### config.mk
export PLATFORM = sky130hd
export DESIGN_NAME = mssc_ctrl
export DESIGN_NICKNAME = d
export VERILOG_FILES = /design/src/include/mssc_pkg.sv /design/src/logic/mssc_ctrl.sv
export SDC_FILE = /design/constraint.sdc
export NUM_CORES = 1
export LEC_CHECK = 0
export ABC_AREA = 1
export CAP_MARGIN = 20
export CORE_UTILIZATION = 28
export DETAILED_ROUTE_END_ITERATION = 8
export DONT_BUFFER_PORTS = 1
export GPL_ROUTABILITY_DRIVEN = 0
export PLACE_DENSITY_LB_ADDON = 0.25
export SLEW_MARGIN = 15
export SYNTH_ARGS = -nofsm -noshare
export SYNTH_HDL_FRONTEND = slang
export SYNTH_SLANG_ARGS = --single-unit
export TNS_END_PERCENT = 50
### constraint.sdc
create_clock -name pclk -period 1.4 [get_ports pclk]
set_input_delay 0.07 -clock pclk [delete_from_list [all_inputs] [get_ports pclk]]
set_output_delay 0.07 -clock pclk [all_outputs]
set_load 0.05 [all_outputs]
### src/include/mssc_pkg.sv
// Package for the module standby and sleep mode control block.
// Assumes an APB bus at 32-bit data and one system clock pclk.
package mssc_pkg;

  // Register byte offsets
  localparam logic [7:0] CLK_STOP_A_OFFSET = 8'h00;
  localparam logic [7:0] CLK_STOP_B_OFFSET = 8'h04;
  localparam logic [7:0] MODE_CTRL_OFFSET = 8'h08;
  localparam logic [7:0] MODE_STAT_OFFSET = 8'h0C;

  // Reset values
  localparam logic [7:0] CLK_STOP_A_RESET = 8'hFF;
  localparam logic [7:0] CLK_STOP_B_RESET = 8'hFF;

  // First clock-stop register bits
  localparam int SERIAL_UNIT4_BIT = 7;
  localparam int SERIAL_CHAN_A_BIT = 6;
  localparam int SERIAL_CHAN_B_BIT = 5;
  localparam int SAR_CONV_BIT = 4;
  localparam int SIGMA_CONV_BIT = 3;
  localparam int TIMER_F_BIT = 2;
  localparam int FLASH_BIT = 1;
  localparam int RTC_BIT = 0;

  // Second clock-stop register bits
  localparam int ADDR_BREAK_BIT = 7;
  localparam int MULTI_TIMER_BIT = 6;
  localparam int TWO_WIRE_BIT = 5;
  localparam int PULSE_UNIT2_BIT = 4;
  localparam int EVENT_COUNTER_BIT = 3;
  localparam int WATCHDOG_BIT = 2;
  localparam int PULSE_UNIT1_BIT = 1;
  localparam int LCD_BIT = 0;

  // Mode control register bits
  localparam int LOW_SPEED_BIT = 0;
  localparam int MEDIUM_SPEED_BIT = 1;
  localparam int STANDBY_SEL_BIT = 2;
  localparam int WATCH_BIT = 3;
  localparam int DIRECT_BIT = 4;
  localparam logic [4:0] MODE_CTRL_RESET = 5'h00;

  // Flash-less variant mask for reserved bits
  localparam logic [7:0] MASKED_ROM_MASK = 8'h7D;

  // Operating modes, one-hot
  typedef enum logic [7:0] {
    MODE_ACTIVE_HIGH = 8'h01,
    MODE_ACTIVE_MED = 8'h02,
    MODE_SLEEP_HIGH = 8'h04,
    MODE_SLEEP_MED = 8'h08,
    MODE_STANDBY = 8'h10,
    MODE_WATCH = 8'h20,
    MODE_SUBACTIVE = 8'h40,
    MODE_RESET = 8'h80
  } mssc_mode_type;

  // Mode flags carried together
  typedef struct packed {
    logic direct_transition_flag;
    logic watch_flag;
    logic standby_select;
    logic medium_speed_flag;
    logic low_speed_flag;
  } mssc_flags_type;

  // Per-peripheral clock enables
  typedef struct packed {
    logic [7:0] group_a;
    logic [7:0] group_b;
  } mssc_clk_en_type;

endpackage : mssc_pkg

### src/logic/mssc_ctrl.sv
// Module standby clock gating and sleep mode decoder with APB registers.
// Assumes the core pulses sleep_exec and wake_irq on pclk.
//
// Contract
// - Bit 7 low stops serial unit four
// - Bits 6,5 low stop serial channels
// - Bits 4,3 low stop converters
// - Bits 2,0 low stop timer F, rtc
// - Bit 1 low stops flash memory
// - Second register bits 7..5 stop units
// - Bits 4,1,0 stop pulse units, lcd
// - Bit 3 low stops event counter
// - Masked ROM: bits 7,1 reserved
// - Serial channel standby resets its registers
// - Watchdog standby ignored while watchdog runs
// - Watchdog stops when run flag clears
// - Sleep halts, interrupt resumes execution
// - External reset enters reset from any
// - Sleep enters high or medium sleep
// - Standby select picks standby or watch
// - Low speed watch resumes in subactive
// - Direct transition changes mode without halt
// - Medium flag resets 0, picks resume speed
`timescale 1ns/1ps
`default_nettype none
module mssc_ctrl #(
  parameter bit MASKED_ROM = 1'b0
) (
  // Clock and reset
  input wire logic pclk,
  input wire logic presetn,
  // APB slave
  input wire logic psel,
  input wire logic penable,
  input wire logic pwrite,
  input wire logic [7:0] paddr,
  input wire logic [31:0] pwdata,
  output logic [31:0] prdata,
  output logic pready,
  output logic pslverr,
  // Core and reset pin
  input wire logic external_reset_input,
  input wire logic sleep_exec,
  input wire logic wake_irq,
  input wire logic watchdog_run_flag,
  // Peripheral side
  output mssc_pkg::mssc_clk_en_type clk_en,
  output logic serial_chan_reset,
  output mssc_pkg::mssc_mode_type mode,
  output logic cpu_halted
);
  import mssc_pkg::*;

  logic [7:0] clk_stop_a_ff;
  logic [7:0] clk_stop_b_ff;
  mssc_flags_type flags_ff;
  logic [1:0] rst_sync_ff;
  logic [31:0] nxt_prdata;
  logic [7:0] a_mask;
  logic wr_en;
  logic rd_en;
  logic addr_ok;
  mssc_mode_type nxt_mode;
  mssc_flags_type f;
  logic halt_mode;

  assign halt_mode = (mode == MODE_SLEEP_HIGH) || (mode == MODE_SLEEP_MED) ||
    (mode == MODE_STANDBY) || (mode == MODE_WATCH);

  assign a_mask = MASKED_ROM ? MASKED_ROM_MASK : 8'hFF;
  assign wr_en = psel && penable && pwrite;
  assign rd_en = psel && !penable && !pwrite;
  assign addr_ok = (paddr == CLK_STOP_A_OFFSET) || (paddr == CLK_STOP_B_OFFSET) ||
    (paddr == MODE_CTRL_OFFSET) || (paddr == MODE_STAT_OFFSET);

  // Reset pin synchroniser
  always_ff @(posedge pclk or negedge presetn) begin
    if (!presetn) begin
      rst_sync_ff <= 2'b00;
    end else begin
      rst_sync_ff <= {rst_sync_ff[0], external_reset_input};
    end
  end

  // Clock-stop registers
  always_ff @(posedge pclk or negedge presetn) begin
    if (!presetn) begin
      clk_stop_a_ff <= CLK_STOP_A_RESET;
      clk_stop_b_ff <= CLK_STOP_B_RESET;
    end else if (rst_sync_ff[1]) begin
      clk_stop_a_ff <= CLK_STOP_A_RESET;
      clk_stop_b_ff <= CLK_STOP_B_RESET;
    end else if (wr_en && paddr == CLK_STOP_A_OFFSET) begin
      clk_stop_a_ff <= (pwdata[7:0] & a_mask) | ~a_mask;
    end else if (wr_en && paddr == CLK_STOP_B_OFFSET) begin
      clk_stop_b_ff <= pwdata[7:0];
    end
  end

  // Mode flag register
  always_ff @(posedge pclk or negedge presetn) begin
    if (!presetn) begin
      flags_ff <= MODE_CTRL_RESET;
    end else if (rst_sync_ff[1]) begin
      flags_ff <= MODE_CTRL_RESET;
    end else if (wr_en && paddr == MODE_CTRL_OFFSET) begin
      flags_ff <= pwdata[4:0];
    end
  end

  // Read data
  always_comb begin
    nxt_prdata = 32'h0000_0000;
    case (paddr)
      CLK_STOP_A_OFFSET: nxt_prdata = {24'h00_0000, clk_stop_a_ff & a_mask};
      CLK_STOP_B_OFFSET: nxt_prdata = {24'h00_0000, clk_stop_b_ff};
      MODE_CTRL_OFFSET: nxt_prdata = {27'h000_0000, flags_ff};
      MODE_STAT_OFFSET: nxt_prdata = {24'h00_0000, mode};
      default: nxt_prdata = 32'h0000_0000;
    endcase
  end

  always_ff @(posedge pclk or negedge presetn) begin
    if (!presetn) begin
      prdata <= 32'h0000_0000;
      pslverr <= 1'b0;
      pready <= 1'b0;
    end else begin
      pready <= psel && !penable;
      pslverr <= psel && !penable && !addr_ok;
      if (rd_en) begin
        prdata <= nxt_prdata;
      end
    end
  end

  // Sleep decoder, flags sampled at the instruction
  always_comb begin
    f = flags_ff;
    nxt_mode = mode;
    case (mode)
      MODE_RESET: begin
        nxt_mode = MODE_ACTIVE_HIGH;
      end
      MODE_ACTIVE_HIGH, MODE_ACTIVE_MED, MODE_SUBACTIVE: begin
        if (sleep_exec) begin
          if (f.direct_transition_flag) begin
            if (f.low_speed_flag && f.standby_select && f.watch_flag) begin
              nxt_mode = MODE_SUBACTIVE;
            end else begin
              nxt_mode = f.medium_speed_flag ? MODE_ACTIVE_MED : MODE_ACTIVE_HIGH;
            end
          end else if (!f.standby_select) begin
            nxt_mode = f.medium_speed_flag ? MODE_SLEEP_MED : MODE_SLEEP_HIGH;
          end else begin
            nxt_mode = (f.watch_flag || f.low_speed_flag) ? MODE_WATCH : MODE_STANDBY;
          end
        end
      end
      MODE_SLEEP_HIGH, MODE_SLEEP_MED, MODE_STANDBY, MODE_WATCH: begin
        if (wake_irq) begin
          if (mode == MODE_WATCH && f.low_speed_flag) begin
            nxt_mode = MODE_SUBACTIVE;
          end else begin
            nxt_mode = f.medium_speed_flag ? MODE_ACTIVE_MED : MODE_ACTIVE_HIGH;
          end
        end
      end
      default: nxt_mode = MODE_RESET;
    endcase
  end

  always_ff @(posedge pclk or negedge presetn) begin
    if (!presetn) begin
      mode <= MODE_RESET;
      cpu_halted <= 1'b0;
    end else if (rst_sync_ff[1]) begin
      mode <= MODE_RESET;
      cpu_halted <= 1'b0;
    end else begin
      mode <= nxt_mode;
      cpu_halted <= (nxt_mode == MODE_SLEEP_HIGH) || (nxt_mode == MODE_SLEEP_MED) ||
        (nxt_mode == MODE_STANDBY) || (nxt_mode == MODE_WATCH);
    end
  end

  // Clock enables, one per standby bit
  genvar gi;
  generate
    for (gi = 0; gi < 8; gi++) begin : g_en
      always_ff @(posedge pclk or negedge presetn) begin
        if (!presetn) begin
          clk_en.group_a[gi] <= 1'b1;
          clk_en.group_b[gi] <= 1'b1;
        end else begin
          clk_en.group_a[gi] <= clk_stop_a_ff[gi] | ~a_mask[gi];
          if (gi == WATCHDOG_BIT) begin
            clk_en.group_b[gi] <= clk_stop_b_ff[gi] | watchdog_run_flag;
          end else begin
            clk_en.group_b[gi] <= clk_stop_b_ff[gi];
          end
        end
      end
    end
  endgenerate

  // Serial family register reset while either channel is stopped
  always_ff @(posedge pclk or negedge presetn) begin
    if (!presetn) begin
      serial_chan_reset <= 1'b0;
    end else begin
      serial_chan_reset <= !clk_stop_a_ff[SERIAL_CHAN_A_BIT] || !clk_stop_a_ff[SERIAL_CHAN_B_BIT];
    end
  end

  // Per-bit gate checks
  for (genvar gc = 0; gc < 8; gc++) begin : g_chk

  end
endmodule : mssc_ctrl
`default_nettype wire

## Word-level counts from Yosys, hierarchy flattened

Index checks and enable logic that the tools add are counted.

| cells by class | value |
|---|---|
| equal/unequal tests | 16 |
| multiplexer cells | 20 |
| bitwise gates (word level) | 1 |
| reduce and logical (&&, ||, !) cells | 31 |

Operators with widths:

| kind | count |
|---|---|
| 8-bit two-way mux | 9 |
| 8-bit by 4-bit == test with 1-bit output, second input constant | 4 |
| 8-bit case mux with 4 select lines | 1 |
| 8-bit by 3-bit == test with 1-bit output, second input constant | 3 |
| 8-bit case mux with 3 select lines | 1 |
| 8-bit by 5-bit == test with 1-bit output, second input constant | 2 |
| 8-bit by 6-bit == test with 1-bit output, second input constant | 2 |
| 7-bit two-way mux | 2 |
| 6-bit two-way mux | 2 |
| 1-bit logical AND | 11 |
| 5-bit two-way mux | 2 |
| 8-bit by 1-bit == test with 1-bit output, second input constant | 1 |
| 8-bit by 2-bit == test with 1-bit output, second input constant | 1 |
| 8-bit by 7-bit == test with 1-bit output, second input constant | 1 |
| 8-bit == test, second input constant | 1 |
| 8-bit logical NOT | 1 |
| 1-bit logical OR | 8 |
| 2-bit nonzero test | 3 |
| 1-bit logical NOT | 5 |
| 4-bit two-way mux | 1 |
| 4-bit OR reduction | 1 |
| 3-bit OR reduction | 1 |
| 2-bit two-way mux | 1 |
| 2-bit inequality test, second input constant | 1 |
| other kinds (3) | 3 |

| word-level totals | value |
|---|---|
| register bits after elaboration | 83 |
| input bits | 49 |
| output and inout port bits | 60 |
| word-level logic and storage cells | 98 |

## Longest topological paths before layout

Gate-level depths: netlist (run 1).

| depth | value |
|---|---|
| depth in word-level cells | 11 |
| depth in mapped cells | 9 |
| depth with buffers taken out | 9 |

## Worst setup path before layout (run 1)

OpenSTA, ideal clock, no wires.

| timing path | value |
|---|---|
| kind | reg2reg |
| start | reg mode[4] |
| end | reg cpu_halted |
| setup time | 0.086 ns |
| arrival time | 1.525 ns |
| data required time | 1.314 ns |
| path slack | -0.211 ns |
| stages on the path, launching flop included | 9 |
| path buffers | 0 |
| clock period less this slack | 1.611 ns |
| cell sequence | dfrtp_1 > nor2_1 > nand2_1 > nor2_1 > nor2_1 > nor2_1 > nand2_1 > nand2_1 > nor3_1 |

| between the ends | value |
|---|---|
| longest elaborated chain between the ends | 10 |
| elaborated cells between the ends (all ways) | 23 |
| those cells by class | eq/ne: 12; mux: 5; reduce/logical: 6 |

Ends and longest elaborated chain:

| what | line | text |
|---|---|---|
| from (decl) | mssc_ctrl.sv:49 | `output mssc_pkg::mssc_mode_type mode,` |
| from (signal assigned) | mssc_ctrl.sv:181 | `mode <= nxt_mode;` |
| 8-bit by 6-bit == test with 1-bit output | mssc_ctrl.sv:141, mssc_ctrl.sv:162 |  |
| 1-bit logical AND | mssc_ctrl.sv:162 | `if (mode == MODE_WATCH && f.low_speed_flag) begin` |
| 7-bit two-way mux | mssc_ctrl.sv:162 |  |
| 8-bit two-way mux | mssc_ctrl.sv:161 | `if (wake_irq) begin` |
| 8-bit case mux with 3 select lines (*) | mssc_ctrl.sv:141 | `case (mode)` |
| 8-bit by 3-bit == test with 1-bit output or 8-bit by 4-bit == test with 1-bit output (tied branches) | mssc_ctrl.sv:182 | `cpu_halted <= (nxt_mode == MODE_SLEEP_HIGH) \|\| (nxt_mode == MODE_SLEEP_MED) \|\|` |
| 1-bit logical OR (2 in series) | mssc_ctrl.sv:182 |  |
| 1-bit logical OR (*) | mssc_ctrl.sv:183 | `(nxt_mode == MODE_STANDBY) \|\| (nxt_mode == MODE_WATCH);` |
| 1-bit two-way mux (*) | mssc_ctrl.sv:177 | `end else if (rst_sync_ff[1]) begin` |
| to (signal assigned) | mssc_ctrl.sv:182 |  |
| to (decl) | mssc_ctrl.sv:50 | `output logic cpu_halted` |

Every way passes the cells marked *; elsewhere a longest branch is shown, timed or not.
A chain may end at the register's enable or synchronous reset.

## Worst setup path after layout (run 1)

| timing path | value |
|---|---|
| start | reg mode[2] |
| end | reg cpu_halted |

The elaborated chain is that of the path after synthesis.

==> results of run 1 <==
-- sequential cells by signal, summed over array words and instances (netlist names) --
| signal | count |
|---|---|
| clk_stop_a_ff | 8 |
| clk_en | 16 |
| pready | 1 |
| prdata | 8 |
| rst_sync_ff | 2 |
| pslverr | 1 |
| clk_stop_b_ff | 8 |
| f | 5 |
| cpu_halted | 1 |
| serial_chan_reset | 1 |
| mode | 8 |
-- what timing repair did --
action | in CTS | in global routing
endpoints found under the hold margin | 92 | 0
buffers inserted | 1 | 2
resized for setup | 11 | 26
hold buffers | 16 | 0
pin swaps | 3 | 18
endpoints found under the setup margin | 9 | 9
-- power by group through the flow --
stage / combinational [W] / sequential (W) / clock [W]
2_1_floorplan: 0.000388 / 0.00212 / 0
3_3_place_gp: 0.000450 / 0.00211 / 0
3_5_place_dp: 0.000448 / 0.00211 / 0
4_1_cts: 0.000557 / 0.00208 / 0.00181
5_1_grt: 0.000652 / 0.00210 / 0.00188
6_report: 0.000599 / 0.00208 / 0.00179
-- placed cells by master, fill, tap and decap left out, types with 7 or more instances in the layout --
| cell | netlist | final |
|---|---|---|
| nand2_1 | 61 | 53 |
| buf_4 | 24 | 35 |
| nor2_1 | 45 | 33 |
| dfstp_2 | 33 | 32 |
| nand3_1 | 30 | 24 |
| conb_1 | 1 | 24 |
| inv_1 | 22 | 21 |
| o21ai_0 | 19 | 19 |
| dfrtp_1 | 26 | 19 |
| dlygate4sd3_1 | 0 | 15 |
| a21oi_1 | 15 | 13 |
| o21ai_1 | 12 | 12 |
| clkbuf_8 | 0 | 11 |
| nor2_4 | 1 | 9 |
| nand2_2 | 2 | 9 |
| inv_2 | 8 | 8 |
| dfrtp_2 | 0 | 7 |
-- worst register-to-register path: cells and delay by family, from the launching register on --
kind | cells | cell delay [ns]
simple gates | 7 | 0.68
flops | 1 | 0.45
buf+inv | 2 | 0.28
-- area by class of cell --
cell class / count / area (sq um)
Multi-Input combinational cell: 237 / 1270
Fill cell: 969 / 6120
Sequential cell: 59 / 1530
Clock buffer: 12 / 176
Tap cell: 133 / 166
Clock inverter: 4 / 52.6
Timing Repair Buffer: 51 / 440
Inverter: 30 / 115
-- how the worst max path moves through the flow --
stage                      end  slack (ns)  cells past startpoint
floorplan           cpu_halted       -0.06                      8
global placement       mode[6]       -0.09                      5
detailed placement     mode[6]       -0.12                      5
CTS                 cpu_halted       -0.05                      8
global route           mode[5]       -0.17                      8
finish              cpu_halted        -0.1                      9
-- per-layer routing --
layer,GRT usage,vias up,wire (um)
met5,0,-,0
met4,0.0780,0,180
met3,0.0329,14,523
met2,0.256,105,3790
met1,0.182,1192,3150
li1,-,1149,-
-- cells by family after synthesis --
group,count (synthesis),synth area share
AND/OR/NAND/NOR,152,0.231
buffers and inverters,61,0.117
AO/OA/AOI/OAI,61,0.122
other,1,0.00131
flip-flops,59,0.529
-- metrics by stage --
stage	total power (W)	hold slack [ns]	setup slack, ns
CTS	0.00445	0.00771	-0.0549
global route	0.00463	0.0513	-0.174
global placement	0.00256	-0.223	-0.0869
floorplan	0.00251	-0.226	-0.0605
finish	0.00447	0.00796	-0.0976
detailed placement	0.00256	-0.223	-0.120
==> metrics.txt, run 1 <==
status complete, but fails checks; failing checks setup timing; # rows 36; CP top delay family simple AND/OR/NAND/NOR gates; number of synthesized register bits 59; CP Class register to register; Hold Path Sink pslverr; input/output buffers 0; Core ar. 9860 sq um; Async SR Flop Fraction 1.00; Max Slew Vio Count 0; root buffer cell clkbuf_8; startpoint types register; cells after synthesis 334; Switching Fraction 0.315; GRT overflow 0; Routed WL per cell 14.5 um; cell with the most instances after synthesis nand2_1; All-Layer GR Usage 0.152; area leader, netlist dfstp_2; I/O pin cnt 109; post-route ant nets 0; drt drc 0; final setup violation count 9; dpl hpwl 5340 um; min cycle time layout ~1.5 ns; antenna diode count 0; Initial Util 0.291; H-tree levels 3; final setup margin -0.0976 ns; Fin Clk Skew 0.00819 ns; global-route wire length before repair between 10000 and 15000 um; Worst Hold Class input pin to register; CTS tree yes; NetSw 0.00141 W; TritonCTS buffer count 9; Final Util 0.380; CP max stage cell dfrtp_2; crit-path cells buf_4 > nand2_1 > nand3_2 > nor2_4 > nor2_4 > buf_4 > nand3_4 > nand3_2 > nor3_2; Hold Path Origin paddr[0]; fin area 3750 sq um; Placed Instance Area about 3200 sq um; synthesized area 2870 sq um; vias in the first global route about 2300; Clk Latency, worst-skew pair 0.36 ns; largest net degree at the start of global routing 60; Avg Inst Size Synth 8.59 sq um; crit-path max FO 4; die width 103 um; maximum vdd drop 463 uV; Iteration-0 DRC Markers 150; overall die area 10700 sq um; Sequential Power Share 0.465; Routed WL 7640 um; r2r worst-path depth 9; clock tree buffer depth 2; Layout Nets 437; Gate power share 0.134; synth top area cells dfstp_2, dfrtp_1, nand2_1; crit path DAT between 1.5 and 2 ns; RSZ-0062 raised after global routing true; power share of the clock group 0.401; Max Cap Viol 0; area share of the largest cell type after synthesis 0.302; Leak Pwr 1.66 nW; P&R area growth vs syn 30.6%; Unique masters post-synth 33; Chip Height 103 um; hold depth 4; Crit. End Element register; Pwr Density between 1000 and 1500 nW/um^2; Worst R2R Start mode[2]; Post-synth EDFFs 0; Placed Cells 491; r2r endpoint cpu_halted; clock net sink count 59; Vias per Instance 4.68; Setup TNS -0.455 ns; initial antenna violation count 0; Achievable Freq about 670 MHz; crit path buf inv count 2; sequential share of the synthesized area 0.529; layout cells sized above 1 0.366; ys flop type dfstp_2; Final Hold Viols 0; WP data required 1.68 ns; fin crit share 1.07; largest stage delay on the critical path between 0.4 and 0.5 ns; Post-Layout Cell Count around 530; YS warnings 0; Reg clk slew, reported paths 0.07 ns; DRT Pass-1 Iters 4; Via Count 2460; Pint 0.00306 W; R2R setup slack -0.1 ns; Crit. Startpoint mode[2]; top post-synthesis cells by count nand2_1, nor2_1, dfstp_2, nand3_1, dfrtp_1
(Power assumes the default switching activity.)
==> inputs of run 2 (changes only) <==
Settings changed: ABC_AREA 1 to not set.
==> run 2 against run 1 <==
Effect of this change: the flow still finishes with violations (setup timing); register-to-register slack worse by 0.07 ns; worst setup slack worse by 0.072 ns; sequential share of layout area is 0.15 points higher; critical path depth is 5 lower; synthesized cell count is 20% lower; combinational power is 24% higher; clock skew is 0.0014 ns lower; sequential power is 10% lower; fmax is 4.6% lower; final cell count is 13% lower; wire length is 9.3% lower; via count is 15% lower.
==> metrics.txt, run 2 <==
Fin Clk Skew 0.00681 ns (was 0.00819 ns); largest net degree at the start of global routing 60 (unchanged); layout cells sized above 1 0.373 (was 0.366); DRT Pass-1 Iters 4 (unchanged); Layout Nets 366 (was 437); Max Slew Vio Count 0 (unchanged); antenna diode count 0 (unchanged); GRT overflow 0 (unchanged); CTS tree yes (unchanged); Async SR Flop Fraction 1.00 (unchanged); Unique masters post-synth 50 (was 33); fin crit share 1.12 (was 1.07); WP depth 4 (was 9); most frequent cells in the layout nor2_1, buf_4, dfstp_2, conb_1, dfrtp_1 (was nand2_1, buf_4, nor2_1, dfstp_2); CP top delay family compound AO/OA/AOI/OAI gates (was simple AND/OR/NAND/NOR gates); WP data required 1.60 ns (was 1.68 ns); dpl hpwl 4930 um (was 5340 um); crit-path cells xor2_1 > a221o_2 > a32oi_4 > o32ai_2 (was buf_4 > nand2_1 > nand3_2 > nor2_4 > nor2_4 > buf_4 > nand3_4 > nand3_2 > nor3_2); Largest register FFs 16 (unchanged); failing checks setup timing (unchanged); die width 106 um (was 103 um); min cycle time layout 1.57 ns (was 1.50 ns); RSZ-0062 raised after global routing true (unchanged); Max Cap Viol 0 (unchanged); sequential share of the synthesized area 0.502 (was 0.529); r2r worst-path depth 4 (was 9); Core ar. 10400 sq um (was 9860 sq um); startpoint types register (unchanged); r2r endpoint mode[4] (was cpu_halted); area share of the largest cell type after synthesis 0.287 (was 0.302); Worst R2R Start mode[3] (was mode[2]); largest stage delay on the critical path 0.45 ns (about the same); Placed Cells 424 (was 491); Via Count 2093 (was 2460); status complete, but fails checks (unchanged); Crit. End Element register (unchanged); Initial Util 0.291 (about the same); # rows 37 (was 36); cell with the most instances after synthesis nor2_1 (was nand2_1); drt drc 0 (unchanged); I/O pin cnt 109 (unchanged); Setup TNS -0.856 ns (was -0.455 ns); Crit. Startpoint mode[3] (was mode[2]); crit path to mode[4] (was cpu_halted); R2R setup slack -0.17 ns (was -0.1 ns); Min Hold Slack 0.0469 ns (was 0.00796 ns); Avg Inst Size Synth 11.3 sq um (was 8.59 sq um); crit-path max FO 6 (was 4); ys flop type dfstp_2 (unchanged); global-route wire length before repair 11400 um (was 11800 um); CP Class register to register (unchanged); maximum vdd drop 387 uV (was 463 uV); Worst Hold Class input pin to register (unchanged); Achievable Freq 637 MHz (was 668 MHz); final setup margin -0.169 ns (was -0.0976 ns); initial antenna violation count 0 (unchanged); Post-Layout Cell Count 458 (was 526); Final Util 0.359 (was 0.380); number of fill cells 1029 (was 969); All-Layer GR Usage 0.132 (was 0.152); clock tree buffer depth 2 (unchanged); P&R area growth vs syn 23.4% (was 30.6%); TritonCTS buffer count 9 (unchanged); overall die area 11200 sq um (was 10700 sq um); Clk Latency, worst-skew pair 0.33 ns (was 0.36 ns); final setup violation count 7 (was 9); area leader, netlist dfstp_2 (unchanged); YS warnings 0 (unchanged); root buffer cell clkbuf_8 (unchanged); top post-synthesis cells by count nor2_1, dfstp_2, dfrtp_1, buf_4, inv_1 (was nand2_1, nor2_1, dfstp_2, nand3_1, dfrtp_1); CP max stage cell dfrtp_2 (unchanged); Reg clk slew, reported paths 0.07 ns (about the same); post-route ant nets 0 (unchanged); Post-synth EDFFs 0 (unchanged); Routed WL per cell 15.1 um (was 14.5 um); cells after synthesis 268 (was 334); crit path DAT 1.77 ns (was 1.78 ns); clock net sink count 59 (unchanged); Iteration-0 DRC Markers 108 (was 150); synth top area cells dfstp_2, dfrtp_1, buf_4 (was dfstp_2, dfrtp_1, nand2_1); input/output buffers 0 (unchanged); crit path buf inv count 0 (was 2); Leak Pwr 1.57 nW (was 1.66 nW); vias in the first global route 2123 (was 2334); synthesized area 3020 sq um (was 2870 sq um); H-tree levels 3 (unchanged); leading cell type in the layout, fill and taps excluded nor2_1 (was nand2_1); Chip Height 106 um (was 103 um); Final Hold Viols 0 (unchanged); Vias per Instance 4.57 (was 4.68); Pwr Density 1180 nW/um^2 (was 1190 nW/um^2); number of synthesized register bits 59 (unchanged); Routed WL 6930 um (was 7640 um)
## run 2: cell count changes after synthesis, moves of 7 or more
cell | before | now
nand3_1 | 30 | 1
o21ai_0 | 19 | 10
nand2_1 | 61 | 12
mux2i_1 | 0 | 13
inv_2 | 8 | 0
a211o_1 | 0 | 9
o21ai_1 | 12 | 0
a21oi_1 | 15 | 3
nor2b_1 | 0 | 7
## run 2: logic make-up after synthesis
group                     synth area share
other                              0.00124
DFF                                  0.502
buffers and inverters                0.125
AOI/OAI and AO/OA                    0.118
muxes                               0.0915
xor gates and xnor gates           0.00870
and+or+nand+nor                      0.153
## run 2: how the worst min path moves through the flow
stage               depth (start not counted)  startpoint  slack [ns]    endpoint
floorplan                                   0     presetn       -0.23  cpu_halted
global placement                            0     presetn       -0.22     pslverr
detailed placement                          0     presetn       -0.22     pslverr
CTS                                         0     presetn       -0.59     mode[1]
global route                                2        psel        0.05     pslverr
finish                                      2        psel        0.05     pslverr
## run 2: per-stage QoR
stage / cell area [sq um] / total power (W) / setup slack, ns
finish: 3730 / 0.00439 / -0.169
global route: 3730 / 0.00457 / -0.221
CTS: 3640 / 0.00435 / -0.150
detailed placement: 3270 / 0.00252 / -0.143
global placement: 3270 / 0.00252 / -0.113
floorplan: 3120 / 0.00242 / -0.273
## run 2: worst reg2reg max path, delay by kind of cell (launching register included)
kind	cells	cell delay, ns
xor+xnor	1	0.17
compound gates	3	0.81
flops	1	0.45
## run 2: final cells by class
cell class	instances	area, sq um	share of cell area
flip-flops and latches	59	1530	0.410
clock inverters	6	88.8	0.0238
well taps	136	170	0.0457
multi-input cells	175	1240	0.333
repair buffers	54	495	0.133
inverters	18	67.6	0.0181
clock buffers	10	138	0.0369
## run 2: layer usage
| layer | track usage | part of all wire |
|---|---|---|
| met1 | 0.174 | 0.47 |
| met2 | 0.204 | 0.45 |
| met3 | 0.0427 | 0.068 |
| met4 | 0.0466 | 0.013 |
| met5 | 0 | 0 |
## run 2: repair_timing
| item | 4_1_cts | 5_1_grt |
|---|---|---|
| endpoints found under the hold margin | 90 | 59 |
| cloned | 0 | 0 |
| pin swaps | 0 | 1 |
| setup buffers | 0 | 2 |
| hold buffers | 14 | 2 |
| resized for setup | 1 | 11 |
| endpoints found under the setup margin | 8 | 13 |
## run 2: power by group
part	switching, W	leakage [nW]	total [W]	internal [W]
sequential	0.000119	0.690	0.00187	0.00175
clock	0.000720	0.108	0.00177	0.00105
combinational	0.000445	0.771	0.000745	0.000301
total	0.00128	1.57	0.00439	0.00311
==> inputs of run 3 (changes only) <==
--- a/config.mk
+++ b/config.mk
@@ -7,3 +7,3 @@
 export LEC_CHECK = 0
-export CAP_MARGIN = 20
+export CAP_MARGIN = 10
 export CORE_UTILIZATION = 28
==> constraint.sdc (replaced) <==
create_clock -name pclk -period 1.4 [get_ports pclk]
set_input_delay 0.28 -clock pclk [delete_from_list [all_inputs] [get_ports pclk]]
set_output_delay 0.28 -clock pclk [all_outputs]
set_load 0.05 [all_outputs]
==> run 3 against run 2 <==
Effect of this change: the run ends with hold timing, setup timing left; critical path depth is 1 higher; final cell count down 1.3%; utilization shrank 0.40 points; worst setup slack improved by 0.0040 ns; die area stayed put; wire length shrank 1.4%; sequential share of layout area rose by 0.46 points; register-to-register slack about the same; fmax is 0.26% higher; first-iteration DRC count increased by 37%; clock power is 3% lower.
==> metrics.txt, run 3 (synthesis gave the netlist of run 2 again) <==
clock tree buffer depth 2 (unchanged); largest stage delay on the critical path 0.44 ns (was 0.45 ns); Worst R2R Start mode[3] (unchanged); leading cell type in the layout, fill and taps excluded nor2_1 (unchanged); status complete, but fails checks (unchanged); met3 Use GR 0.0439 (was 0.0427); Crit. Startpoint mode[3] (unchanged); Via Count 2072 (was 2093); TritonCTS buffer count 9 (unchanged); CP max stage cell dfrtp_2 (unchanged); H-tree levels 3 (unchanged); Routed WL per cell 15.1 um (about the same); Fin Clk Skew 0.0111 ns (was 0.00681 ns); GR met2 Demand/Resource 0.208 (was 0.204); final setup margin -0.165 ns (was -0.169 ns); grt peak-use layer met2 (unchanged); crit-path max FO 5 (was 6); input/output buffers 0 (unchanged); CTS Hold Bufs 1 (was 14); r2r worst-path depth 5 (was 4); failing checks hold timing, setup timing (was setup timing); root buffer cell clkbuf_8 (unchanged); RSZ-0062 raised after global routing true (unchanged); met1 GRT Util 0.163 (was 0.174); Vias per Instance 4.58 (was 4.57); R2R setup slack -0.17 ns (about the same); final setup violation count 12 (was 7); antenna diode count 0 (unchanged); overall die area 11200 sq um (unchanged); CP Class register to register (unchanged); dpl hpwl 4930 um (about the same); Post-Layout Cell Count 452 (was 458); drt drc 0 (unchanged); crit path DAT 1.79 ns (was 1.77 ns); Chip Height 106 um (unchanged); fin crit share 1.12 (about the same); Largest register FFs 16 (unchanged); Iteration-0 DRC Markers 148 (was 108); CTS tree yes (unchanged); Placed Cells 430 (was 424); maximum vdd drop 411 uV (was 387 uV); Pwr Density 1160 nW/um^2 (was 1180 nW/um^2); post-route ant nets 0 (unchanged); Initial Util 0.291 (unchanged); Leak Pwr 1.57 nW (about the same); DRT Pass-1 Iters 5 (was 4); most frequent cells in the layout nor2_1, dfstp_2, buf_4, conb_1, dfrtp_1 (was nor2_1, buf_4, dfstp_2, conb_1, dfrtp_1); fin area 3680 sq um (was 3730 sq um); die width 106 um (unchanged); Min Hold Slack -0.371 ns (was 0.0469 ns); Max Slew Vio Count 0 (unchanged); All-Layer GR Usage 0.131 (was 0.132); Worst Hold Class input pin to async pin (was input pin to register); Placed Instance Area 3320 sq um (was 3270 sq um); crit-path cells xor2_1 > a221o_2 > buf_6 > o2bb2ai_2 > and4b_1 (was xor2_1 > a221o_2 > a32oi_4 > o32ai_2); WP data required 1.62 ns (was 1.60 ns); vias in the first global route 2051 (was 2123); r2r endpoint cpu_halted (was mode[4]); # rows 37 (unchanged); Final Hold Viols 59 (was 0); number of fill cells 1058 (was 1029); CP top delay family compound AO/OA/AOI/OAI gates (unchanged); P&R area growth vs syn 22.0% (was 23.4%); Achievable Freq 639 MHz (was 637 MHz); startpoint types register (unchanged); largest net degree at the start of global routing 60 (unchanged); initial antenna violation count 0 (unchanged); Clk Latency, worst-skew pair 0.34 ns (was 0.33 ns); layout cells sized above 1 0.411 (was 0.373); Reg clk slew, reported paths 0.07 ns (about the same); Final Util 0.355 (was 0.359); Core ar. 10400 sq um (unchanged); I/O pin cnt 109 (unchanged); global-route wire length before repair 11100 um (was 11400 um); sequential cell area 1530 sq um (unchanged); min cycle time layout 1.57 ns (about the same); Layout Nets 360 (was 366); multi-input logic area 1260 sq um (was 1240 sq um); clock net sink count 59 (unchanged); Final Power 0.00428 W (was 0.00439 W); Max Cap Viol 0 (unchanged); Routed WL 6830 um (was 6930 um); GRT overflow 0 (unchanged); Crit. End Element register (unchanged); crit path buf inv count 1 (was 0)
run 3: cell types whose count changed in the layout (fill, tap and decap cells not counted), sizes merged:
cell         delta
buf             +8
clkbuf          +1
clkinvlp        -1
dlygate4sd3    -14
run 3: final cells by class:
| class | instances | share of cell area |
|---|---|---|
| Tap cell | 136 | 0.0462 |
| Timing Repair Buffer | 48 | 0.120 |
| Multi-Input combinational cell | 175 | 0.342 |
| Clock inverter | 5 | 0.0211 |
| Clock buffer | 11 | 0.0384 |
| Sequential cell | 59 | 0.414 |
| Inverter | 18 | 0.0183 |
run 3: timing repair:
item,4_1_cts,5_1_grt
resized for setup,6,22
pin swaps,4,9
hold endpoints to repair,60,59
buffers inserted,4,1
endpoints found under the setup margin,10,19
cloned,0,0
run 3: worst max-delay path by stage:
stage	to	slack (ns)	cells past startpoint
after floorplan	mode[4]	-0.27	5
after global placement	mode[3]	-0.22	6
after detailed placement	mode[3]	-0.27	6
after CTS	cpu_halted	-0.20	5
after global routing	cpu_halted	-0.23	6
final	cpu_halted	-0.17	5
run 3: stage by stage:
stage / TNS [ns] / worst slack, ns
4_1_cts: -1.55 / -0.205
3_5_place_dp: -1.89 / -0.275
2_1_floorplan: -1.92 / -0.273
3_3_place_gp: -1.23 / -0.221
5_1_grt: -2.10 / -0.235
6_report: -1.20 / -0.165
run 3: where the power goes:
part	switching (W)	internal [W]
sequential	0.000123	0.00176
combinational	0.000407	0.000278
clock	0.000671	0.00105
run 3: metal layers:
layer / vias to the layer above / share of wire / routed length, um
li1: 968 / - / -
met1: 1009 / 0.44 / 3030
met2: 86 / 0.46 / 3170
met3: 9 / 0.077 / 528
met4: 0 / 0.014 / 99
met5: - / 0 / 0
